File: config.mk
export PLATFORM = sky130hd
export DESIGN_NAME = serial_interrupt_pin_host_ctrl
export DESIGN_NICKNAME = d
export VERILOG_FILES = /design/src/common/serial_interrupt_pin_host_pkg.sv /design/src/common/serial_interrupt_pin_host_if.sv /design/src/logic/serial_interrupt_pin_pin_sync.sv /design/src/logic/serial_interrupt_pin_frame_decoder.sv /design/src/logic/serial_interrupt_pin_host_ctrl.sv
export VERILOG_INCLUDE_DIRS = /design/src /design/src/common
export SDC_FILE = /design/constraint.sdc
export NUM_CORES = 1
export LEC_CHECK = 0
export BUFFER_PORTS_ARGS = -buffer_cell sky130_fd_sc_hd__buf_2
export CAP_MARGIN = 20
export CORE_ASPECT_RATIO = 0.6
export CORE_MARGIN = 5
export CORE_UTILIZATION = 40
export DETAILED_ROUTE_END_ITERATION = 8
export HOLD_SLACK_MARGIN = 0.15
export SETUP_SLACK_MARGIN = 0.05
export SYNTH_ARGS = -nofsm -noshare
export SYNTH_HDL_FRONTEND = slang
export SYNTH_HIERARCHICAL = 1
export SYNTH_SLANG_ARGS = --single-unit
export TNS_END_PERCENT = 1
File: constraint.sdc
create_clock -name clk -period 2.7 [get_ports clk]
set_input_delay 0.54 -clock clk [delete_from_list [all_inputs] [get_ports clk]]
set_output_delay 0.54 -clock clk [all_outputs]
set_load 0.02 [all_outputs]
File: src/common/serial_interrupt_pin_host_defines.svh
// Timing counts and field constants for the serial interrupt host controller
// Notes on behaviour
// - Host stretches start low to four-eight clocks.
// - Continuous mode: only host starts cycles.
// - Mode changes only during stop, by width.
// - Stop low two clocks quiet, three continuous.
// - Next start two clocks after stop rise.
// - Only host stops, after all data frames.
// - Drive and sample on rising clock edge.
// - Reset tri-states line; starts in Continuous mode.
// - Host runs first cycle after reset.
// - Host should idle continuous before reconfiguration.
`ifndef SERIAL_INTERRUPT_PIN_HOST_DEFINES_SVH
`define SERIAL_INTERRUPT_PIN_HOST_DEFINES_SVH

`define SERIAL_INTERRUPT_PIN_FRAMES_DEF   17
`define SERIAL_INTERRUPT_PIN_IDX_W        6
`define SERIAL_INTERRUPT_PIN_CNT_W        4
`define SERIAL_INTERRUPT_PIN_START_MIN    4'h4
`define SERIAL_INTERRUPT_PIN_START_MAX    4'h8
`define SERIAL_INTERRUPT_PIN_STOP_QUIET   4'h2
`define SERIAL_INTERRUPT_PIN_STOP_CONT    4'h3
`define SERIAL_INTERRUPT_PIN_SYNC_STAGES  2
`define SERIAL_INTERRUPT_PIN_LEVELS_RST   1'b1

`endif

File: src/common/serial_interrupt_pin_host_pkg.sv
// Types shared by the serial interrupt host controller
package serial_interrupt_pin_host_pkg;

  // Host sequencer states
  typedef enum logic [2:0] {
    ST_IDLE,
    ST_START_LOW,
    ST_START_HIGH,
    ST_DATA,
    ST_STOP_LOW,
    ST_STOP_HIGH,
    ST_STOP_GAP
  } host_state_t;

  // Phase inside one data frame
  typedef enum logic [1:0] {
    PH_TURN,
    PH_SAMPLE,
    PH_RECOVER
  } frame_phase_t;

endpackage

File: src/common/serial_interrupt_pin_host_if.sv
// Sample strobe bundle between the host sequencer and the frame decoder
`timescale 1ns/1ps
`default_nettype none
`include "serial_interrupt_pin_host_defines.svh"
interface serial_interrupt_pin_host_if;
  logic                     sampleStb;
  logic [`SERIAL_INTERRUPT_PIN_IDX_W-1:0]   frameIdx;
  logic                     cycleEnd;
  logic                     lineSync;

  modport ctrl (output sampleStb, output frameIdx, output cycleEnd, output lineSync);
  modport dec  (input sampleStb, input frameIdx, input cycleEnd, input lineSync);
endinterface // serial_interrupt_pin_host_if
`default_nettype wire

File: src/logic/serial_interrupt_pin_pin_sync.sv
// Two-flop synchroniser for the shared serial interrupt line
`timescale 1ns/1ps
`default_nettype none
module serial_interrupt_pin_pin_sync (
  input  wire logic clk,
  input  wire logic arst_n,
  input  wire logic pinIn,
  output logic      pinSync
);
  typedef struct packed {
    logic s1;
    logic s2;
  } sync_state_t;

  sync_state_t r;
  sync_state_t n;

  // Second stage alone reads the first
  always_comb begin
    n    = r;
    n.s1 = pinIn;
    n.s2 = r.s1;
  end

  // Line idles high through its pull-up
  always_ff @(posedge clk or negedge arst_n) begin
    if (!arst_n) begin
      r <= '{s1: 1'b1, s2: 1'b1};
    end else begin
      r <= n;
    end
  end

  assign pinSync = r.s2;
endmodule // serial_interrupt_pin_pin_sync
`default_nettype wire

File: src/logic/serial_interrupt_pin_frame_decoder.sv
// Collects sampled data-frame levels, aligned to the synchroniser delay
`timescale 1ns/1ps
`default_nettype none
`include "serial_interrupt_pin_host_defines.svh"
module serial_interrupt_pin_frame_decoder
  import serial_interrupt_pin_host_pkg::*;
#(
  parameter int NUM_FRAMES = `SERIAL_INTERRUPT_PIN_FRAMES_DEF
) (
  input  wire logic                  clk,
  input  wire logic                  arst_n,
  serial_interrupt_pin_host_if.dec                   bus,
  output logic [NUM_FRAMES-1:0]      frameLevel,
  output logic                       levelsValid
);
  typedef struct packed {
    logic [`SERIAL_INTERRUPT_PIN_SYNC_STAGES-1:0]                   stbPipe;
    logic [`SERIAL_INTERRUPT_PIN_SYNC_STAGES-1:0][`SERIAL_INTERRUPT_PIN_IDX_W-1:0]  idxPipe;
    logic [`SERIAL_INTERRUPT_PIN_SYNC_STAGES-1:0]                   endPipe;
    logic [NUM_FRAMES-1:0]                          shadow;
    logic [NUM_FRAMES-1:0]                          levels;
    logic                                           valid;
  } dec_state_t;

  dec_state_t r;
  dec_state_t n;

  // Delay the strobe by the synchroniser depth so the line value lines up
  always_comb begin
    n         = r;
    n.stbPipe = {r.stbPipe[`SERIAL_INTERRUPT_PIN_SYNC_STAGES-2:0], bus.sampleStb};
    n.idxPipe = {r.idxPipe[`SERIAL_INTERRUPT_PIN_SYNC_STAGES-2:0], bus.frameIdx};
    n.endPipe = {r.endPipe[`SERIAL_INTERRUPT_PIN_SYNC_STAGES-2:0], bus.cycleEnd};
    n.valid   = 1'b0;
    for (int i = 0; i < NUM_FRAMES; i++) begin
      if (r.stbPipe[`SERIAL_INTERRUPT_PIN_SYNC_STAGES-1] && r.idxPipe[`SERIAL_INTERRUPT_PIN_SYNC_STAGES-1] == `SERIAL_INTERRUPT_PIN_IDX_W'(i)) begin
        n.shadow[i] = bus.lineSync;
      end
    end
    // Publish the whole cycle at once; bit k is frame k+1
    if (r.endPipe[`SERIAL_INTERRUPT_PIN_SYNC_STAGES-1]) begin
      n.levels = r.shadow;
      n.valid  = 1'b1;
    end
  end

  always_ff @(posedge clk or negedge arst_n) begin
    if (!arst_n) begin
      r <= '{stbPipe: '0, idxPipe: '0, endPipe: '0,
             shadow: {NUM_FRAMES{`SERIAL_INTERRUPT_PIN_LEVELS_RST}}, levels: {NUM_FRAMES{`SERIAL_INTERRUPT_PIN_LEVELS_RST}}, valid: 1'b0};
    end else begin
      r <= n;
    end
  end

  assign frameLevel  = r.levels;
  assign levelsValid = r.valid;
endmodule // serial_interrupt_pin_frame_decoder
`default_nettype wire

File: src/logic/serial_interrupt_pin_host_ctrl.sv
// Host end of the serialized interrupt line: start, data and stop frames
`timescale 1ns/1ps
`default_nettype none
`include "serial_interrupt_pin_host_defines.svh"
module serial_interrupt_pin_host_ctrl
  import serial_interrupt_pin_host_pkg::*;
#(
  parameter int NUM_FRAMES = `SERIAL_INTERRUPT_PIN_FRAMES_DEF
) (
  input  wire logic                  clk,
  input  wire logic                  arst_n,
  input  wire logic                  serialInterruptPinIn,
  output logic                       serialInterruptPinOut,
  output logic                       serialInterruptPinOe,
  input  wire logic [3:0]            startWidth,
  input  wire logic                  quietReq,
  input  wire logic                  contRun,
  input  wire logic                  hostStartReq,
  output logic [NUM_FRAMES-1:0]      frameLevel,
  output logic                       levelsValid,
  output logic                       firstCycleDone,
  output logic                       modeQuiet,
  output logic                       busy
);
  typedef struct packed {
    host_state_t            st;
    logic [`SERIAL_INTERRUPT_PIN_CNT_W-1:0] cnt;
    frame_phase_t           ph;
    logic [`SERIAL_INTERRUPT_PIN_IDX_W-1:0] frame;
    logic                   modeQuiet;
    logic                   stopQuiet;
    logic                   firstPending;
    logic                   pinOut;
    logic                   pinOe;
    logic [`SERIAL_INTERRUPT_PIN_CNT_W-1:0] lowRun;
  } ctrl_state_t;

  ctrl_state_t r;
  ctrl_state_t n;
  logic        lineSync;
  logic        startWant;

  serial_interrupt_pin_host_if link ();

  // Clamp the programmed start width to the legal range
  function automatic logic [`SERIAL_INTERRUPT_PIN_CNT_W-1:0] clampWidth(input logic [3:0] w);
    if (w < `SERIAL_INTERRUPT_PIN_START_MIN) begin
      return `SERIAL_INTERRUPT_PIN_START_MIN;
    end else if (w > `SERIAL_INTERRUPT_PIN_START_MAX) begin
      return `SERIAL_INTERRUPT_PIN_START_MAX;
    end else begin
      return w;
    end
  endfunction

  // Stop pulse width for the requested next mode
  function automatic logic [`SERIAL_INTERRUPT_PIN_CNT_W-1:0] stopWidth(input logic quiet);
    return quiet ? `SERIAL_INTERRUPT_PIN_STOP_QUIET : `SERIAL_INTERRUPT_PIN_STOP_CONT;
  endfunction

  // Line level seen two clocks late
  serial_interrupt_pin_pin_sync u_sync (
    .clk     (clk),
    .arst_n  (arst_n),
    .pinIn   (serialInterruptPinIn),
    .pinSync (lineSync)
  );

  // Reasons to open a cycle from idle
  always_comb begin
    startWant = r.firstPending
              || (!r.modeQuiet && contRun)
              || (r.modeQuiet && (hostStartReq || !lineSync));
  end

  // Sequencer next state
  always_comb begin
    n = r;
    case (r.st)
      ST_IDLE: begin
        if (startWant) begin
          n.st  = ST_START_LOW;
          n.cnt = '0;
        end
      end
      ST_START_LOW: begin
        n.cnt = r.cnt + 1'b1;
        if (r.cnt >= clampWidth(startWidth) - 1'b1) begin
          n.st = ST_START_HIGH;
        end
      end
      ST_START_HIGH: begin
        n.st    = ST_DATA;
        n.ph    = PH_TURN;
        n.frame = '0;
      end
      ST_DATA: begin
        case (r.ph)
          PH_TURN: begin
            if (r.frame == `SERIAL_INTERRUPT_PIN_IDX_W'(NUM_FRAMES)) begin
              n.st        = ST_STOP_LOW;
              n.cnt       = '0;
              n.stopQuiet = quietReq;
            end else begin
              n.ph = PH_SAMPLE;
            end
          end
          PH_SAMPLE: begin
            n.ph    = PH_RECOVER;
            n.frame = r.frame + 1'b1;
          end
          default: begin
            n.ph = PH_TURN;
          end
        endcase
      end
      ST_STOP_LOW: begin
        n.cnt = r.cnt + 1'b1;
        if (r.cnt == stopWidth(r.stopQuiet) - 1'b1) begin
          n.st           = ST_STOP_HIGH;
          n.modeQuiet    = r.stopQuiet;
          n.firstPending = 1'b0;
        end
      end
      ST_STOP_HIGH: begin
        n.st = ST_STOP_GAP;
      end
      default: begin
        n.st = ST_IDLE;
      end
    endcase
    // Pin drive follows the state; every drive is registered on the clock
    n.pinOe  = n.st inside {ST_START_LOW, ST_START_HIGH, ST_STOP_LOW, ST_STOP_HIGH};
    n.pinOut = n.st inside {ST_START_HIGH, ST_STOP_HIGH};
    // Length of the present low drive, for checking only
    if (r.pinOe && !r.pinOut) begin
      n.lowRun = (r.lowRun == '1) ? r.lowRun : r.lowRun + 1'b1;
    end else begin
      n.lowRun = '0;
    end
  end

  // Reset releases the line and selects Continuous mode
  always_ff @(posedge clk or negedge arst_n) begin
    if (!arst_n) begin
      r <= '{st: ST_IDLE, cnt: '0, ph: PH_TURN, frame: '0, modeQuiet: 1'b0, stopQuiet: 1'b0,
             firstPending: 1'b1, pinOut: 1'b1, pinOe: 1'b0, lowRun: '0};
    end else begin
      r <= n;
    end
  end

  // Strobes toward the decoder
  assign link.sampleStb = (r.st == ST_DATA) && (r.ph == PH_SAMPLE);
  assign link.frameIdx  = r.frame;
  assign link.cycleEnd  = (r.st == ST_DATA) && (r.ph == PH_TURN) && (r.frame == `SERIAL_INTERRUPT_PIN_IDX_W'(NUM_FRAMES));
  assign link.lineSync  = lineSync;

  serial_interrupt_pin_frame_decoder #(
    .NUM_FRAMES (NUM_FRAMES)
  ) u_dec (
    .clk         (clk),
    .arst_n      (arst_n),
    .bus         (link.dec),
    .frameLevel  (frameLevel),
    .levelsValid (levelsValid)
  );

  // Outputs
  assign serialInterruptPinOut = r.pinOut;
  assign serialInterruptPinOe  = r.pinOe;
  assign firstCycleDone        = !r.firstPending;
  assign modeQuiet             = r.modeQuiet;
  assign busy                  = (r.st != ST_IDLE);

  // Start pulse is four to eight low clocks, then one high clock
  property p_start_width;
    @(posedge clk) disable iff (!arst_n)
      (r.st == ST_START_HIGH) |-> (r.lowRun >= `SERIAL_INTERRUPT_PIN_START_MIN) && (r.lowRun <= `SERIAL_INTERRUPT_PIN_START_MAX)
                                  && r.pinOe && r.pinOut;
  endproperty
  a_start_width: assert property (p_start_width) else $error("start pulse width out of range");

  // Line released right after the high clock of start
  property p_start_release;
    @(posedge clk) disable iff (!arst_n)
      (r.st == ST_START_HIGH) |=> !r.pinOe [*3];
  endproperty
  a_start_release: assert property (p_start_release) else $error("line not released after start");

  // Stop low width tracks the mode it selects
  property p_stop_width;
    @(posedge clk) disable iff (!arst_n)
      (r.st == ST_STOP_HIGH) |-> (r.lowRun == stopWidth(r.modeQuiet)) && r.pinOut;
  endproperty
  a_stop_width: assert property (p_stop_width) else $error("stop width does not match mode");

  // Mode changes only at the end of a stop pulse
  property p_mode_in_stop;
    @(posedge clk) disable iff (!arst_n)
      $changed(r.modeQuiet) |-> (r.st == ST_STOP_HIGH) && ($past(r.st) == ST_STOP_LOW);
  endproperty
  a_mode_in_stop: assert property (p_mode_in_stop) else $error("mode changed outside stop");

  // Stop begins only once every data frame has passed
  property p_stop_after_frames;
    @(posedge clk) disable iff (!arst_n)
      (r.st == ST_STOP_LOW) && ($past(r.st) == ST_DATA) |-> ($past(r.frame) == `SERIAL_INTERRUPT_PIN_IDX_W'(NUM_FRAMES));
  endproperty
  a_stop_after_frames: assert property (p_stop_after_frames) else $error("stop before last frame");

  // No drive for two clocks after the stop rising edge
  property p_stop_gap;
    @(posedge clk) disable iff (!arst_n)
      (r.st == ST_STOP_HIGH) |=> !r.pinOe ##1 !r.pinOe;
  endproperty
  a_stop_gap: assert property (p_stop_gap) else $error("start too soon after stop");

  // Host never drives during data frames
  property p_data_passive;
    @(posedge clk) disable iff (!arst_n)
      (r.st == ST_DATA) |-> !r.pinOe;
  endproperty
  a_data_passive: assert property (p_data_passive) else $error("host drove a data frame");

  // First cycle after reset opens at once
  property p_first_cycle;
    @(posedge clk) disable iff (!arst_n)
      (r.st == ST_IDLE) && r.firstPending |=> (r.st == ST_START_LOW) && r.pinOe && !r.pinOut;
  endproperty
  a_first_cycle: assert property (p_first_cycle) else $error("first cycle not started");

  // Continuous running restarts right after the stop gap
  property p_cont_restart;
    @(posedge clk) disable iff (!arst_n)
      (r.st == ST_IDLE) && !r.modeQuiet && contRun |=> (r.st == ST_START_LOW);
  endproperty
  a_cont_restart: assert property (p_cont_restart) else $error("continuous restart missed");

  // Data frames last exactly three clocks each; the last turn-around ends the cycle
  property p_frame_len;
    @(posedge clk) disable iff (!arst_n)
      link.sampleStb |=> !link.sampleStb ##1 !link.sampleStb ##1 (link.sampleStb || $past(link.cycleEnd));
  endproperty
  a_frame_len: assert property (p_frame_len) else $error("frame length not three clocks");
endmodule // serial_interrupt_pin_host_ctrl
`default_nettype wire

==> metrics.md <==
| Metric | Value |
|---|---|
| H-tree depth | 3 |
| Crit path kind | flop to output port |
| Resize count post-CTS | 0 |
| Post-DP HPWL | 4140 µm |
| IO buf count | 32 |
| Main flop type after synthesis | dfstp_2 |
| DR WL met2 | 2370 µm |
| All-Layer GR Usage | 13.2% |
| Flop pwr share | 48.0% |
| Fmax | 488 MHz |
| Routed Antenna Nets | 0 |
| Die Area | 10300 µm² |
| Sequential share of the synthesized area | 56.1% |
| Die Ht | 80.8 µm |
| Final clock period utilization by the worst path | 75.9% |
| Pin count of the biggest net entering global routing | 74 |
| Peak per-stage delay on the critical path | 0.59 ns |
| Run status | finished, final reports clean |
| Switching share of power | 20.0% |
| Max Cap Viol | 0 |
| Synthesized net count | 285 |
| Root Buffer | clkbuf_16 |
| Int Pwr | 1.88 mW |
| Synthesized flop and latch total | 73 |
| Top-Level Pins | 33 |
| Utilization after layout | 47.1% |
| Top-area cell type share of the netlist area | 29.9% |
| Crit-path cells | or3_1 -> buf_2 |
| Antenna violations before repair | 0 |
| Hold Path Class | primary input to async pin |
| Setup violators final | 0 |
| Top Layer Used | met4 |
| Tmin final | 2.05 ns |
| Post-Synthesis Cells | 267 |
| Startpoint types | flop |
| Synth cell count leaders | 38 x dfstp_2, 35 x dfrtp_1, 20 x mux2_2, 18 x buf_4, 16 x nand2_1 |
| RSZ-0062 raised after global routing | false |
| Maximum vdd drop | 301 µV |
| Clock transition at path regs | 0.06 ns |
| Via density | 4.93 |
| P per Cell Area | 623 nW/µm² |
| Static leakage | 1.69 nW |
| Clock share of power | 49.5% |
| CORE AREA | 8010 µm² |
| EDFF count, synth | 0 |
| CTS tree | yes |
| Clk_skew | 0.00429 ns |
| Wirelength per Cell | 14.9 µm |
| Ys async rst share | 100% |
| Ys Warns | 6 |
| Setup Fix Bufs, Post-CTS | 0 |
| Max stage delay cell, worst path | dfrtp_1 |
| Post-Synthesis Mean Instance Area | 12.5 µm² |
| Psw | 0.470 mW |
| Comb power frac | 2.5% |
| Met3 WL | 366 µm |
| Distinct cell type count after synthesis | 51 |
| Top post-synthesis cells by area | dfstp_2 30%, dfrtp_1 26%, mux2_2 6.7% |
| Site Rows | 25 |
| Max Root-Sink Buffers | 2 |
| Critical Path RT | 2.16 ns |
| Routed length on met1 | 3090 µm |
| Post-place setup slack | 0.414 ns |
| TNS Setup | 0 ns |
| Crit-path max FO | 18 |
| Vias in the first global route | 2029 |
| Biggest area consumer among synthesized cells | dfstp_2 |
| Area Growth Syn to Fin | 12.9% |
| Clk_lat worst skew | 0.33 ns |
| Pre-antenna DRT Iters | 4 |
| Residual DRC | 0 |
| Slew @ Worst Pin | 0.746 ns |
| CTS Sinks | 73 |
| TritonCTS buffer count | 9 |
| Crit path DAT | 1.51 ns |
| Final Hold Viols | 0 |
| First-pass GRT wire length | 10500 µm |
| Final net count | 303 |
| Grt ovf | 0 |
| Fraction of layout cells with a size suffix above 1 | 42.4% |
| Max-slew headroom | 50.3% |
| Vias post-DR | 1963 |
| ANT cells | 0 |
| Die X | 128 µm |
| Crit. End Element | output port |
| Final worst slack | 0.651 ns |
| Drt initial violations | 141 |
| GPL Wtd Cong | 0.814 |
| Pins Over Slew Limit | 0 |
| Initial core utilization | 41.7% |
| WL final | 5920 µm |
| # hold bufs at CTS | 0 |
| Most common cell in the synthesized netlist | dfstp_2 |
| Synth Cell Area | 3340 µm² |
[layout make-up]
class	instances	area [µm²]
clock buffer	11	243
inverter	8	30.0
timing repair buffer	34	188
tap	108	135
multi-input combinational	159	1250
fill	727	4240
sequential	73	1870
clock inverter	5	53.8
[final timing paths]
check                                      from  depth (start not counted)  slack (ns)                   to
hold / removal                           arst_n                          2        0.23     link.frameIdx[0]
setup reg to reg                          r[21]                          3        0.80            modeQuiet
min in group clk           serialInterruptPinIn                          1        0.31          u_sync/n[0]
hold reg to reg                     u_dec/n[48]                          0        0.34          u_dec/r[48]
max in group asynchronous                arst_n                          2        2.12  u_dec/frameLevel[4]
setup / recovery                          r[21]                          2        0.65                 busy
[power by group through the flow]
stage          Clock, mW  Sequential (mW)  Combinational (mW)
3_3_place_gp           0             1.15              0.0574
6_report            1.16             1.13              0.0581
4_1_cts             1.20             1.13              0.0605
5_1_grt             1.27             1.13              0.0691
3_5_place_dp           0             1.15              0.0596
2_1_floorplan          0             1.14              0.0212
[placed cells by master, fill, tap and decap left out, types with 9 or more instances in the layout]
cell	instances
buf_2	32
clkbuf_16	9
dfrtp_1	35
dfstp_2	38
mux2_1	15
mux2_2	20
nand2_1	16
nand3_1	11
nand4_1	10
nor2_1	12
[critical path: cells and delay by family (launching register included)]
family	cells	cell delay [ns]
AND/OR/NAND/NOR	1	0.42
flip-flops	1	0.59
buffers and inverters	1	0.17
[flip-flops by register name, indices dropped and copies added (netlist names)]
signal,flops
link.frameIdx,6
u_sync/n,1
r,11
u_dec/r,25
u_dec/levelsValid,1
u_dec/frameLevel,17
u_sync/pinSync,1
modeQuiet,1
u_dec/n,8
serialInterruptPinOe,1
serialInterruptPinOut,1
[logic make-up after synthesis]
group / synth area share [%]
and+or+nand+nor: 14.4
DFF: 56.1
muxes: 12.6
buffers and inverters: 6.56
AOI/OAI and AO/OA: 5.66
adders and majority gates: 3.00
xor gates and xnor gates: 1.57
other: 0.112
[routing by layer]
metal	track usage [%]	vias up
met2	17.3	50
met3	5.72	12
met5	0	-
li1	-	963
met4	4.66	0
met1	19.2	938
[metrics by stage]
step	cell area, µm²	hold WS (ns)	power, mW	std cells
global route	3770	0.255	2.46	398
floorplan	3340	0.244	1.16	267
finish	3770	0.233	2.35	398
detailed placement	3470	0.335	1.20	382
CTS	3770	0.239	2.39	398
global placement	3470	0.332	1.20	382
No activity file was read; power rests on OpenSTA's default activity.
